## src/verilog/scl_pkg.sv

```systemverilog
// shared constants for the serial configuration latch bank
package scl_pkg;
    localparam int SCL_WORD_W = 24;
    localparam int SCL_CNT_W = 5;
    // select codes, low bits of each word
    localparam logic [1:0] SCL_SEL_CTRL = 2'h0;
    localparam logic [2:0] SCL_SEL_TX = 3'h1;
    localparam logic [2:0] SCL_SEL_CAL = 3'h5;
    localparam logic [1:0] SCL_SEL_LO = 2'h2;
    localparam logic [1:0] SCL_SEL_FILT = 2'h3;
    // control latch field positions (lsb)
    localparam int SCL_CTL_PD_LSB = 19;
    localparam int SCL_CTL_OSCLVL_LSB = 17;
    localparam int SCL_CTL_PUMP_LSB = 14;
    localparam int SCL_CTL_LOLVL_LSB = 12;
    localparam int SCL_CTL_LOMUTE = 11;
    localparam int SCL_CTL_TXMUTE = 10;
    localparam int SCL_CTL_TRI = 9;
    localparam int SCL_CTL_POL = 8;
    localparam int SCL_CTL_MON_LSB = 5;
    localparam int SCL_CTL_HOLD = 4;
    // required reserved pattern at bits 3:2
    localparam logic [1:0] SCL_CTL_RSVD = 2'h1;
    // transmit / calibration / filter latch fields
    localparam int SCL_PHASE_LSB = 21;
    localparam int SCL_MOD_LSB = 18;
    localparam int SCL_BAND_LSB = 16;
    localparam logic [1:0] SCL_BAND_DIV8 = 2'h3;
    localparam int SCL_REF_LSB = 3;
    localparam int SCL_CAL_TRIG = 15;
    localparam int SCL_CALDIV_LSB = 9;
    localparam int SCL_BOOST_LSB = 3;
    localparam int SCL_FILT_BOOST = 7;
    localparam logic [SCL_WORD_W-1:0] SCL_WORD_ZERO = 24'h000000;
endpackage

```

## src/verilog/scl_link_if.sv

```systemverilog
// three-wire serial write link between host and latch bank
`timescale 1ns/10ps
`default_nettype none
interface scl_link_if;
    logic sclk;
    logic sdata;
    logic load_enable;
    modport host (output sclk, output sdata, output load_enable);
    modport dev (input sclk, input sdata, input load_enable);
endinterface
`default_nettype wire

```

## src/verilog/scl_divider.sv

```systemverilog
// programmable divider making a one-cycle tick every div_value input ticks
`timescale 1ns/10ps
`default_nettype none
module scl_divider #(
    parameter int W = 6
) (
    input wire logic mclk, // clock
    input wire logic rst, // sync reset
    input wire logic tick_in, // input pulse
    input wire logic [W-1:0] div_value, // divisor, 0 stops
    output logic tick_out // divided pulse
);
    logic [W-1:0] count;
    wire wrap = tick_in && (count + W'(1) >= div_value) && (div_value != '0);
    always_ff @(posedge mclk) begin
        if (rst) count <= '0;
        else if (wrap) count <= '0;
        else if (tick_in && div_value != '0) count <= count + W'(1);
    end
    always_ff @(posedge mclk) begin
        if (rst) tick_out <= 1'b0;
        else tick_out <= wrap;
    end
endmodule
`default_nettype wire

```

## src/verilog/scl_device.sv

```systemverilog
// device end: serial latch bank driving the configured controls
// Functional notes
// - sel x00 writes control latch
// - sel 001 writes transmit latch
// - sel 101 writes calibration latch
// - sel x10 writes oscillator divider latch
// - sel x11 writes receive filter latch
// - four power-down bits disable sections
// - oscillator level from two-bit field
// - pump current from three-bit field
// - lo level from two-bit field
// - lo outputs muted until lock
// - transmit outputs muted until lock
// - tristate bit puts pump high-impedance
// - polarity bit: one positive, zero inverting
// - three-bit field selects monitor signal
// - hold bit resets synthesizer counters
// - host writes reserved bits zero one
// - lo phase field from tx/cal
// - modulation phase field selects mixer drive
// - host writes band divider as eight
// - thirteen-bit reference division ratio
// - cal write with trigger starts calibration
// - six-bit divider clocks calibration
// - boost duration count, zero means manual
//
// The strobed register port and the placing of the registers are this design's own decisions.
`timescale 1ns/10ps
`default_nettype none
module scl_device import scl_pkg::*; (
    input wire logic mclk, // clock
    input wire logic rst, // sync reset
    input wire logic synth_locked, // lock report
    input wire logic reference_input, // reference tick
    input wire logic [7:0] monitor_sources, // monitor candidates
    scl_link_if.dev link, // serial link
    output logic [3:0] powerdown, // filt, synth, osc, tx
    output logic [1:0] osc_level, // oscillator level
    output logic [2:0] pump_current, // pump current
    output logic [1:0] lo_level, // lo level
    output logic lo_enable, // lo outputs on
    output logic tx_enable, // tx outputs on
    output logic pump_tristate, // pump high-z
    output logic detector_polarity, // polarity
    output logic monitor_output_pin, // monitor out
    output logic synth_counter_hold, // counters held
    output logic [2:0] lo_phase, // lo phase select
    output logic [2:0] mod_phase, // modulation phase
    output logic [12:0] ref_divide, // reference ratio
    output logic [SCL_WORD_W-1:0] lo_divider_word, // oscillator_divider_latch
    output logic [SCL_WORD_W-1:0] filter_word, // filter latch
    output logic cal_start, // calibration pulse
    output logic cal_tick, // calibration clock
    output logic boost_active // hp boost on
);
    logic [SCL_WORD_W-1:0] shreg, ctrl, txw, calw;
    logic sclk_d, le_d;
    logic [5:0] boost_cnt;
    wire sclk_rise = link.sclk && !sclk_d;
    wire le_rise = link.load_enable && !le_d;
    wire [2:0] sel = shreg[2:0];
    wire [SCL_WORD_W-1:0] next_shreg = sclk_rise ? {shreg[SCL_WORD_W-2:0], link.sdata} : shreg;
    // select match; the top select bit only counts for the transmit and calibration latches
    function automatic logic sel_hit(input logic [2:0] code, input logic [2:0] want, input logic use_top);
        sel_hit = (code[1:0] == want[1:0]) && (!use_top || code[2] == want[2]);
    endfunction
    // the five codes are disjoint, so a word lands in exactly one latch
    wire wr_ctrl = le_rise && sel_hit(sel, {1'b0, SCL_SEL_CTRL}, 1'b0);
    wire wr_tx = le_rise && sel_hit(sel, SCL_SEL_TX, 1'b1);
    wire wr_cal = le_rise && sel_hit(sel, SCL_SEL_CAL, 1'b1);
    wire wr_lo = le_rise && sel_hit(sel, {1'b0, SCL_SEL_LO}, 1'b0);
    wire wr_filt = le_rise && sel_hit(sel, {1'b0, SCL_SEL_FILT}, 1'b0);
    wire [5:0] cal_div = calw[SCL_CALDIV_LSB+:6];
    wire [5:0] boost_len = calw[SCL_BOOST_LSB+:6];
    wire cal_tick_w;
    // six-bit calibration divider; host must reach 2 MHz
    scl_divider #(.W(6)) u_caldiv (
        .mclk(mclk),
        .rst(rst),
        .tick_in(reference_input),
        .div_value(cal_div),
        .tick_out(cal_tick_w)
    );
    always_ff @(posedge mclk) begin
        if (rst) begin
            sclk_d <= 1'b0;
            le_d <= 1'b0;
            shreg <= SCL_WORD_ZERO;
        end else begin
            sclk_d <= link.sclk;
            le_d <= link.load_enable;
            shreg <= next_shreg;
        end
    end
    // latches have no documented reset; cleared here only for defined state
    always_ff @(posedge mclk) begin
        if (rst) begin
            ctrl <= SCL_WORD_ZERO;
            txw <= SCL_WORD_ZERO;
            calw <= SCL_WORD_ZERO;
            lo_divider_word <= SCL_WORD_ZERO;
            filter_word <= SCL_WORD_ZERO;
        end else begin
            if (wr_ctrl) ctrl <= shreg;
            if (wr_tx) txw <= shreg;
            if (wr_cal) calw <= shreg;
            if (wr_lo) lo_divider_word <= shreg;
            if (wr_filt) filter_word <= shreg;
        end
    end
    // phase fields follow whichever of tx or cal latch was written last
    wire [2:0] next_lo_phase = (wr_tx || wr_cal) ? shreg[SCL_PHASE_LSB+:3] : lo_phase;
    wire [2:0] next_mod_phase = (wr_tx || wr_cal) ? shreg[SCL_MOD_LSB+:3] : mod_phase;
    always_ff @(posedge mclk) begin
        if (rst) begin
            lo_phase <= 3'h0;
            mod_phase <= 3'h0;
        end else begin
            lo_phase <= next_lo_phase;
            mod_phase <= next_mod_phase;
        end
    end
    // decoded control fields; registered below so every output leaves a flop
    wire [3:0] next_powerdown = ctrl[SCL_CTL_PD_LSB+:4];
    wire [1:0] next_osc_level = ctrl[SCL_CTL_OSCLVL_LSB+:2];
    wire [2:0] next_pump_current = ctrl[SCL_CTL_PUMP_LSB+:3];
    wire [1:0] next_lo_level = ctrl[SCL_CTL_LOLVL_LSB+:2];
    // a powered-down section stays dark even once lock arrives
    wire next_lo_enable = !ctrl[SCL_CTL_PD_LSB+1] && (!ctrl[SCL_CTL_LOMUTE] || synth_locked);
    wire next_tx_enable = !ctrl[SCL_CTL_PD_LSB] && (!ctrl[SCL_CTL_TXMUTE] || synth_locked);
    wire next_pump_tristate = ctrl[SCL_CTL_TRI];
    wire next_detector_polarity = ctrl[SCL_CTL_POL];
    wire next_monitor = monitor_sources[ctrl[SCL_CTL_MON_LSB+:3]];
    wire next_counter_hold = ctrl[SCL_CTL_HOLD];
    wire [12:0] next_ref_divide = txw[SCL_REF_LSB+:13];
    // one pulse per triggering write; a write with the bit low starts nothing
    wire next_cal_start = wr_cal && shreg[SCL_CAL_TRIG];
    always_ff @(posedge mclk) begin
        if (rst) begin
            powerdown <= 4'h0;
            osc_level <= 2'h0;
        end else begin
            powerdown <= next_powerdown;
            osc_level <= next_osc_level;
        end
    end
    always_ff @(posedge mclk) begin
        if (rst) begin
            pump_current <= 3'h0;
            lo_level <= 2'h0;
        end else begin
            pump_current <= next_pump_current;
            lo_level <= next_lo_level;
        end
    end
    // lock is sampled live, so muting lifts one cycle after lock reports
    always_ff @(posedge mclk) begin
        if (rst) begin
            lo_enable <= 1'b0;
            tx_enable <= 1'b0;
        end else begin
            lo_enable <= next_lo_enable;
            tx_enable <= next_tx_enable;
        end
    end
    always_ff @(posedge mclk) begin
        if (rst) begin
            pump_tristate <= 1'b0;
            detector_polarity <= 1'b0;
        end else begin
            pump_tristate <= next_pump_tristate;
            detector_polarity <= next_detector_polarity;
        end
    end
    always_ff @(posedge mclk) begin
        if (rst) begin
            monitor_output_pin <= 1'b0;
            synth_counter_hold <= 1'b0;
        end else begin
            monitor_output_pin <= next_monitor;
            synth_counter_hold <= next_counter_hold;
        end
    end
    always_ff @(posedge mclk) begin
        if (rst) begin
            ref_divide <= 13'h0000;
            cal_start <= 1'b0;
            cal_tick <= 1'b0;
        end else begin
            ref_divide <= next_ref_divide;
            cal_start <= next_cal_start;
            cal_tick <= cal_tick_w;
        end
    end
    // load wins over a tick in the same cycle so a fresh start is never shortened
    wire [5:0] next_boost_cnt = cal_start ? boost_len :
        (cal_tick_w && boost_cnt != 6'h00) ? boost_cnt - 6'h01 : boost_cnt;
    wire next_boost = (boost_len == 6'h00) ? filter_word[SCL_FILT_BOOST] : boost_cnt != 6'h00;
    always_ff @(posedge mclk) begin
        if (rst) begin
            boost_cnt <= 6'h00;
            boost_active <= 1'b0;
        end else begin
            boost_cnt <= next_boost_cnt;
            boost_active <= next_boost;
        end
    end
endmodule
`default_nettype wire

```

## src/flat_wrapper.sv

```systemverilog
// flat-port wrapper written by rule: the top's interface ports become plain ports
module scl_device_flat import scl_pkg::*;
  (mclk, rst, synth_locked, reference_input, monitor_sources, powerdown, osc_level, pump_current, lo_level, lo_enable, tx_enable, pump_tristate, detector_polarity, monitor_output_pin, synth_counter_hold, lo_phase, mod_phase, ref_divide, lo_divider_word, filter_word, cal_start, cal_tick, boost_active, link_sclk, link_sdata, link_load_enable);
  scl_link_if link_i ();
  input wire logic mclk;
  input wire logic rst;
  input wire logic synth_locked;
  input wire logic reference_input;
  input wire logic [7:0] monitor_sources;
  output logic [3:0] powerdown;
  output logic [1:0] osc_level;
  output logic [2:0] pump_current;
  output logic [1:0] lo_level;
  output logic lo_enable;
  output logic tx_enable;
  output logic pump_tristate;
  output logic detector_polarity;
  output logic monitor_output_pin;
  output logic synth_counter_hold;
  output logic [2:0] lo_phase;
  output logic [2:0] mod_phase;
  output logic [12:0] ref_divide;
  output logic [SCL_WORD_W-1:0] lo_divider_word;
  output logic [SCL_WORD_W-1:0] filter_word;
  output logic cal_start;
  output logic cal_tick;
  output logic boost_active;
  input wire logic [$bits(link_i.sclk)-1:0] link_sclk;
  input wire logic [$bits(link_i.sdata)-1:0] link_sdata;
  input wire logic [$bits(link_i.load_enable)-1:0] link_load_enable;
  assign link_i.sclk = link_sclk;
  assign link_i.sdata = link_sdata;
  assign link_i.load_enable = link_load_enable;
  scl_device u_core (.mclk(mclk), .rst(rst), .synth_locked(synth_locked), .reference_input(reference_input), .monitor_sources(monitor_sources), .link(link_i), .powerdown(powerdown), .osc_level(osc_level), .pump_current(pump_current), .lo_level(lo_level), .lo_enable(lo_enable), .tx_enable(tx_enable), .pump_tristate(pump_tristate), .detector_polarity(detector_polarity), .monitor_output_pin(monitor_output_pin), .synth_counter_hold(synth_counter_hold), .lo_phase(lo_phase), .mod_phase(mod_phase), .ref_divide(ref_divide), .lo_divider_word(lo_divider_word), .filter_word(filter_word), .cal_start(cal_start), .cal_tick(cal_tick), .boost_active(boost_active));
endmodule
```

## config.mk

```make
export PLATFORM = sky130hd
export DESIGN_NAME = scl_device_flat
export DESIGN_NICKNAME = d
export VERILOG_FILES = /design/src/verilog/scl_pkg.sv /design/src/verilog/scl_link_if.sv /design/src/verilog/scl_divider.sv /design/src/verilog/scl_device.sv /design/src/flat_wrapper.sv
export SDC_FILE = /design/constraint.sdc
export NUM_CORES = 1
export LEC_CHECK = 0
export ABC_AREA = 1
export BUFFER_PORTS_ARGS = -buffer_cell sky130_fd_sc_hd__buf_2
export CORE_MARGIN = 2
export CORE_UTILIZATION = 50
export CTS_CLUSTER_SIZE = 30
export DETAILED_ROUTE_END_ITERATION = 12
export PLACE_DENSITY_LB_ADDON = 0.15
export SLEW_MARGIN = 25
export SYNTH_ARGS = -nofsm -noshare
export SYNTH_HDL_FRONTEND = slang
export SYNTH_SLANG_ARGS = --single-unit
```

## constraint.sdc

```tcl
create_clock -name mclk -period 1.7 [get_ports mclk]
set_input_delay 0.17 -clock mclk [delete_from_list [all_inputs] [get_ports mclk]]
set_output_delay 0.17 -clock mclk [all_outputs]
set_load 0.005 [all_outputs]
```

==> results.cfg, run 1 <==
[synthesis]
synth_edf_count = 0
ys_types = 26
ys_seq_area_frac = 0.561
ys.flop_type = dfxtp_1
syn_area_per_cell_um2 = 8.15
synthesis.area_mm2 = 0.00606
ys_warn_count = 0
syn-num-nets = 768
postSynthCellCount = 744
ys_ff_latch = 170
synthArstFlopShare = 0

[clock_network]
h-tree-depth = 4
cts_max_path_buffers = 2
numCtsBuffers = 17
clkSlewWorstSetupHoldPaths_ps = 60
clock_latency_ps = 420
cts_tree = built
cts-root-buf = clkbuf_16
cts.sink_count = 170

[grt]
antenna_found_initial = 0
grt_use_total = 0.212
grt_pass1_wl_um = 21700
gr-usage-met1 = 0.290
top_usage_layer = met2
use_met2 = 0.314
grt_pass1_vias = 4620
grtUsageMet3 = 0.0625
overflow = 0
grt_max_degree = 125

[status]
violations = setup timing
outcome = finished with violations

[sta]
worst_pin_slew_ps = 499
layout_worst_path_cycle_share = 1.04
fin_ws_ps = -62.8
setup_violations = 7
fin_tns_setup_ps = -420
skew_ps = 5.23
fmax_mhz = 567
slew_headroom = 0.667
rsz0062_at_grt = yes
hold_ws_ps = 14.0
finalMaxSlewViolations = 0
finalCriticalPeriod_ps = 1760
hold_violations = 0

[place]
place_ws_ps = -200
place_area_mm2 = 0.00670
numPortBuffers = 101
place.gp.congestion = 0.828
hpwl_um = 9010
post-place-cells = 968

[power_and_ir_drop]
power_density_mw_per_mm2 = 1160
total_power_mw = 8.61
ir_drop_mv = 0.617
p_leak_nw = 3.31

[floorplan]
coreArea_mm2 = 0.0119
initial_core_util = 0.509
num_rows = 40
boundaryPins = 102
die_width_um = 114
dieHeight_um = 114
die_area_mm2 = 0.0130

[run]
cap_violations = 0

[critical_path]
worstPathRequired_ps = 2010
path_class = reg -> reg
critPathLaunch = u_core.u_caldiv.count[1]
crit_path_end_kind = flip-flop
reg2regPathDepth = 13
timing.rr.start = u_core.u_caldiv.count[1]
crit_fanout = 6
critPathLaunchType = flip-flop
worst-r2r-setup-slack_ps = -60
crit_arrival_ps = 2080
r2r_end = u_core.u_caldiv.count[2]

[final_layout]
layout.nets = 869
fillers = 1020
layoutNonFillerInstCount = 1005
layout_common_cells = 170 x nor2_1, 166 x dfxtp_1, 119 x o21ai_0
layout_commonest_cell = nor2_1
fin_util = 0.623
ff_latch_area_mm2 = 0.00341
drive_gt1_frac = 0.212
multiInputGateArea_mm2 = 0.00229
final_area_mm2 = 0.00742
antenna_cells = 0
area_growth_syn_to_layout_pct = 22.3

[detailed_routing]
first_iter_violations = 288
first_pass_iters = 8
via_per_inst = 4.99
antenna_left = 0
drc_errors = 0
avgRoutedWirePerCell_um = 13.3
vias = 5018
routed_wl_um = 13400

[hold_path]
hold_class = in -> reg
hold_start = link_load_enable
holdPathEnd = u_core.le_d
holdPathStages = 3
-- report_power, final --
part | switching, mW | internal, mW
Clock | 1.57 | 2.20
Combinational | 0.344 | 0.214
Sequential | 0.125 | 4.16
-- kinds of logic after synthesis --
family,count (synthesis),synth area share
XOR/XNOR,5,0.00722
buffers and inverters,111,0.0745
flip-flops,170,0.561
AND/OR/NAND/NOR,239,0.163
AO/OA/AOI/OAI,210,0.175
adder cells (fa/ha/maj),9,0.0186
-- worst max path at each step --
stage | endpoint | slack (ps) | cells past startpoint
2_1_floorplan | u_core.u_caldiv.count[5] | 4 | 12
3_3_place_gp | u_core.u_caldiv.count[5] | -60 | 12
3_5_place_dp | u_core.u_caldiv.count[4] | -200 | 12
4_1_cts | u_core.u_caldiv.count[1] | -120 | 12
5_1_grt | u_core.u_caldiv.count[4] | -180 | 11
6_report | u_core.u_caldiv.count[2] | -60 | 13
-- worst max-delay path, cell delays in order, from the launching register on --
cell,delay [ps]
dfxtp_4,380
nand3_4,100
nor2_4,120
nand2_1,50
nand2_1,60
nand2_1,100
ha_4,290
nand2_2,50
nor2_1,100
o21ai_1,80
nand2_1,90
nand2_2,70
nand2_4,100
nor2_1,50
-- repair_timing --
item	CTS	global route
gates resized for setup	9	13
hold buffers	2	0
setup buffers	2	1
pin swaps	4	7
endpoints found under the hold margin	2	0
endpoints found under the setup margin	7	7
cloned	0	0
-- synth_stat cells (3+ instances only) --
cell | count | area [um^2]
o21ai_0 | 120 | 601
nand3_2 | 3 | 30.0
nand3_1 | 15 | 75.1
xor2_1 | 3 | 26.3
inv_1 | 65 | 244
inv_2 | 7 | 26.3
nor2_1 | 173 | 649
dfxtp_1 | 170 | 3400
clkbuf_1 | 19 | 71.3
buf_4 | 4 | 30.0
a21oi_1 | 80 | 400
ha_1 | 9 | 113
o21ai_1 | 6 | 30.0
nand2_1 | 39 | 146
buf_2 | 16 | 80.1
-- final cells by class --
type / count / area share
multi-input cells: 463 / 0.309
clock inverters: 14 / 0.0197
well taps: 147 / 0.0248
flip-flops and latches: 170 / 0.460
inverters: 72 / 0.0364
repair buffers: 121 / 0.0908
clock buffers: 18 / 0.0592
-- flip-flops by register name, indices dropped and copies added (netlist names), 2 cells and up --
name                    cells
u_core.boost_cnt            6
u_core.calw                12
u_core.ctrl                19
u_core.filter_word         24
u_core.lo_divider_word     24
u_core.lo_level             2
u_core.lo_phase             3
u_core.mod_phase            3
u_core.osc_level            2
u_core.powerdown            4
u_core.pump_current         3
u_core.ref_divide          13
u_core.shreg               24
u_core.txw                 13
u_core.u_caldiv.count       6
-- layer usage --
metal | vias up | wire length (um)
met5 | - | 0
met4 | 0 | 255
met3 | 21 | 716
met2 | 131 | 5840
met1 | 2269 | 6540
li1 | 2597 | -
(Power assumes the default switching activity.)
==> inputs of run 2 (changes only) <==
- PLACE_DENSITY: not set -> 0.84
- PLACE_DENSITY_LB_ADDON: 0.15 -> not set
==> results.cfg, run 2 (synthesis results as in run 1) <==
[place]
numPortBuffers = 101
place.gp.congestion = 0.823
post-place-cells = 973
hpwl_um = 9090
place_area_mm2 = 0.00675

[grt]
overflow = 0
grt_max_degree = 61
antenna_found_initial = 0
grt_use_total = 0.229
grt_pass1_vias = 4814
grt_pass1_wl_um = 23300

[clock_network]
cts-root-buf = clkbuf_16
h-tree-depth = 4
cts_max_path_buffers = 2
clock_latency_ps = 420
clkSlewWorstSetupHoldPaths_ps = 60
cts_tree = built
numCtsBuffers = 17
cts.sink_count = 170

[detailed_routing]
avgRoutedWirePerCell_um = 14.2
routed_wl_um = 14400
antenna_left = 0
vias = 5210
via_per_inst = 5.14
first_pass_iters = 5
drc_errors = 0
first_iter_violations = 490

[status]
outcome = finished with violations
violations = setup timing

[final_layout]
area_growth_syn_to_layout_pct = 24.7
layoutNonFillerInstCount = 1013
antenna_cells = 0
top_regs = u_core.filter_word: 24 flops, u_core.lo_divider_word: 24 flops, u_core.shreg: 24 flops
layout.nets = 877
final_area_mm2 = 0.00756
layout_common_cells = 166 x nor2_1, 166 x dfxtp_1, 119 x o21ai_0
drive_gt1_frac = 0.229
multiInputGateArea_mm2 = 0.00236
fillers = 968
ff_latch_area_mm2 = 0.00342

[floorplan]
die_width_um = 114
coreArea_mm2 = 0.0119
boundaryPins = 102
initial_core_util = 0.509
num_rows = 40
die_area_mm2 = 0.0130
dieHeight_um = 114

[power_and_ir_drop]
p_leak_nw = 3.37
power_density_mw_per_mm2 = 1150
ir_drop_mv = 0.842

[sta]
rsz0062_at_grt = yes
fin_ws_ps = -59.7
worst_pin_slew_ps = 464
slew_headroom = 0.691
finalCriticalPeriod_ps = 1760
fmax_mhz = 568
skew_ps = 7.58
fin_tns_setup_ps = -300
hold_violations = 0
layout_worst_path_cycle_share = 1.04
finalMaxSlewViolations = 0
setup_violations = 6

[critical_path]
reg2regPathDepth = 12
crit_end = u_core.u_caldiv.count[3]
worstPathRequired_ps = 2010
crit_fanout = 6
crit_arrival_ps = 2070
path_cells = ha_4 > nand3_4 > xor2_4 > inv_2 > ha_4 > nand2_4 > nor2_2 > o21ai_1 > nand2_1 > nand2_2 > nand2_4 > nor2_1
r2r_end = u_core.u_caldiv.count[3]
path_class = reg -> reg
timing.rr.start = u_core.u_caldiv.count[0]
crit_path_end_kind = flip-flop
cp_slowest_cell = dfxtp_4
critPathLaunch = u_core.u_caldiv.count[0]
worst-r2r-setup-slack_ps = -60
slowest_delay_ps = 370
critPathLaunchType = flip-flop

[run]
cap_violations = 0

[hold_path]
hold_class = in -> reg
==> run 2: cell count changes in the layout (fill, tap and decap cells not counted), sizes merged <==
cell,delta
buf,+8
inv,+5
clkinvlp,-4
clkinv,-1
==> run 2: worst max-delay path: cells and delay by family, from the launching register on <==
family	cells	cell delay, ps
compound gates	1	60
fa+ha+maj	2	440
simple gates	7	550
flops	1	370
buf+inv	1	60
xor+xnor	1	180
==> run 2: per-stage QoR <==
stage / power [mW] / setup WS, ps / hold slack, ps / util
floorplan: 4.70 / 4.23 / 295 / -
global placement: 4.92 / -71.6 / 406 / 0.567
detailed placement: 4.93 / -189 / 414 / 0.567
CTS: 8.75 / -34.8 / 26.6 / 0.626
global route: 9.04 / -180 / 56.6 / 0.635
finish: 8.73 / -59.7 / 30.3 / 0.635
==> run 2: where the power goes <==
group | total, mW | internal [mW] | leakage, nW | switching [mW]
sequential | 4.29 | 4.16 | 1.39 | 0.137
combinational | 0.583 | 0.221 | 1.70 | 0.361
clock | 3.85 | 2.20 | 0.285 | 1.65
total | 8.73 | 6.58 | 3.37 | 2.15
==> run 2: metal layers <==
layer	wire length [um]	vias up	GRT usage	part of all wire
li1	-	2615	-	-
met1	6050	2352	0.291	0.42
met2	6840	210	0.364	0.47
met3	1150	33	0.0662	0.080
met4	368	0	0.0984	0.026
met5	0	-	0	0
==> run 2: layout make-up <==
class	count	area share
Multi-Input combinational cell	463	0.312
Clock inverter	14	0.0213
Clock buffer	18	0.0568
Timing Repair Buffer	129	0.0986
Tap cell	147	0.0243
Sequential cell	170	0.452
Inverter	72	0.0357
==> run 2: what timing repair did <==
action                     4_1_cts  5_1_grt
hold endpoints to repair         2        0
buffers inserted                 4        2
setup endpoints to repair        7        7
pin swaps                        7       13
hold buffers                     2        0
resized for setup               17       18
==> run 2: how the worst min path moves through the flow <==
stage / to / slack, ps / cells past startpoint / from
after global routing: u_core.tx_enable / 60 / 3 / synth_locked
after detailed placement: u_core.sclk_d / 410 / 3 / link_sclk
after CTS: u_core.shreg[0] / 30 / 3 / link_sdata
after global placement: u_core.tx_enable / 410 / 1 / u_core.ctrl[19]
final: u_core.shreg[0] / 30 / 3 / link_sdata
after floorplan: u_core.sclk_d / 290 / 2 / link_sclk
==> inputs of run 3 (changes only) <==
- SKIP_CTS_REPAIR_TIMING: not set -> 1
==> results.cfg, run 3 (synthesis results as in run 1) <==
[status]
outcome = finished with violations
violations = hold timing, setup timing

[floorplan]
num_rows = 40
coreArea_mm2 = 0.0119
dieHeight_um = 114
die_area_mm2 = 0.0130
die_width_um = 114
boundaryPins = 102
initial_core_util = 0.509

[critical_path]
worstPathRequired_ps = 2020
cp_slowest_cell = dfxtp_4
worst-r2r-setup-slack_ps = -120
path_class = reg -> reg
path_cells = ha_4 > nand3_2 > xor2_2 > inv_2 > ha_4 > nand2_4 > nor2_4 > nor2_2 > nand2_1 > nand2_2 > nand2_4 > nor2_1
r2r_end = u_core.u_caldiv.count[3]
timing.rr.start = u_core.u_caldiv.count[1]
critPathLaunchType = flip-flop
crit_arrival_ps = 2140
crit_path_end_kind = flip-flop
slowest_delay_ps = 370
reg2regPathDepth = 12
crit_fanout = 6

[grt]
grt_use_total = 0.225
grt_pass1_wl_um = 22900
overflow = 0
grt_pass1_vias = 4740
grt_max_degree = 61
antenna_found_initial = 0

[detailed_routing]
first_pass_iters = 6
routed_wl_um = 14700
first_iter_violations = 466
via_per_inst = 5.18
drc_errors = 0
antenna_left = 0
vias = 5228
avgRoutedWirePerCell_um = 14.5

[final_layout]
layout_commonest_cell = dfxtp_1
area_growth_syn_to_layout_pct = 24.2
layout.nets = 873
final_area_mm2 = 0.00753
fin_util = 0.632
top_regs = u_core.filter_word: 24 flops, u_core.lo_divider_word: 24 flops, u_core.shreg: 24 flops
drive_gt1_frac = 0.231
layout_common_cells = 166 x dfxtp_1, 165 x nor2_1, 119 x o21ai_0
antenna_cells = 0

[clock_network]
clock_latency_ps = 430
cts-root-buf = clkbuf_16
cts_tree = built
h-tree-depth = 4
numCtsBuffers = 17
cts.sink_count = 170
cts_max_path_buffers = 2
clkSlewWorstSetupHoldPaths_ps = 70

[sta]
hold_ws_ps = -13.6
fin_ws_ps = -120
worst_pin_slew_ps = 463
skew_ps = 7.96
slew_headroom = 0.691
setup_violations = 7
hold_violations = 2
fmax_mhz = 549
finalCriticalPeriod_ps = 1820
rsz0062_at_grt = yes
finalMaxSlewViolations = 0
layout_worst_path_cycle_share = 1.07

[power_and_ir_drop]
p_leak_nw = 3.36
total_power_mw = 8.74
power_density_mw_per_mm2 = 1160
ir_drop_mv = 0.823

[hold_path]
hold_start = link_sclk
hold_class = in -> reg
holdPathEnd = u_core.sclk_d
holdPathStages = 3

[run]
cap_violations = 0

[place]
place_area_mm2 = 0.00675
hpwl_um = 9090
numPortBuffers = 101
place.gp.congestion = 0.823
place_ws_ps = -189
run 3: power by group:
| group | leakage [nW] | total, mW | switching, mW | internal (mW) |
|---|---|---|---|---|
| Sequential | 1.39 | 4.29 | 0.138 | 4.16 |
| Combinational | 1.68 | 0.582 | 0.363 | 0.219 |
| Clock | 0.285 | 3.87 | 1.66 | 2.20 |
| Total | 3.36 | 8.74 | 2.16 | 6.58 |
run 3: how the worst max path moves through the flow:
stage	slack (ps)	cells past startpoint	to	start
after floorplan	4	12	u_core.u_caldiv.count[5]	u_core.u_caldiv.count[0]
after global placement	-70	12	u_core.u_caldiv.count[5]	u_core.u_caldiv.count[0]
after detailed placement	-190	12	u_core.u_caldiv.count[5]	u_core.u_caldiv.count[0]
after CTS	-240	12	u_core.u_caldiv.count[5]	u_core.u_caldiv.count[0]
after global routing	-240	11	u_core.u_caldiv.count[3]	u_core.u_caldiv.count[0]
final	-120	12	u_core.u_caldiv.count[3]	u_core.u_caldiv.count[1]
run 3: stage by stage:
step           setup TNS, ps  hold WS [ps]  instances
2_1_floorplan              0           295        744
3_3_place_gp            -372           406        973
3_5_place_dp           -1130           414        973
4_1_cts                -1490         -26.2       1005
5_1_grt                -1590          1.43       1009
6_report                -733         -13.6       1009
run 3: per-layer routing:
layer	vias up	global-route usage	wire, um
met3	27	0.0683	1120
li1	2612	-	-
met1	2384	0.288	6280
met4	0	0.0959	374
met5	-	0	0
met2	205	0.354	6910
run 3: area by class of cell:
class / instances / area, um^2
clock buffer: 18 / 429
sequential: 170 / 3410
tap: 147 / 184
clock inverter: 14 / 161
timing repair buffer: 125 / 711
fill: 968 / 4380
inverter: 72 / 270
multi-input combinational: 463 / 2360
run 3: worst max-delay path: cells and delay by family, from the launching register on:
family	cells	cell delay [ps]
buffers and inverters	1	60
adders and majority gates	2	450
and+or+nand+nor	8	660
xor gates and xnor gates	1	180
DFF	1	370
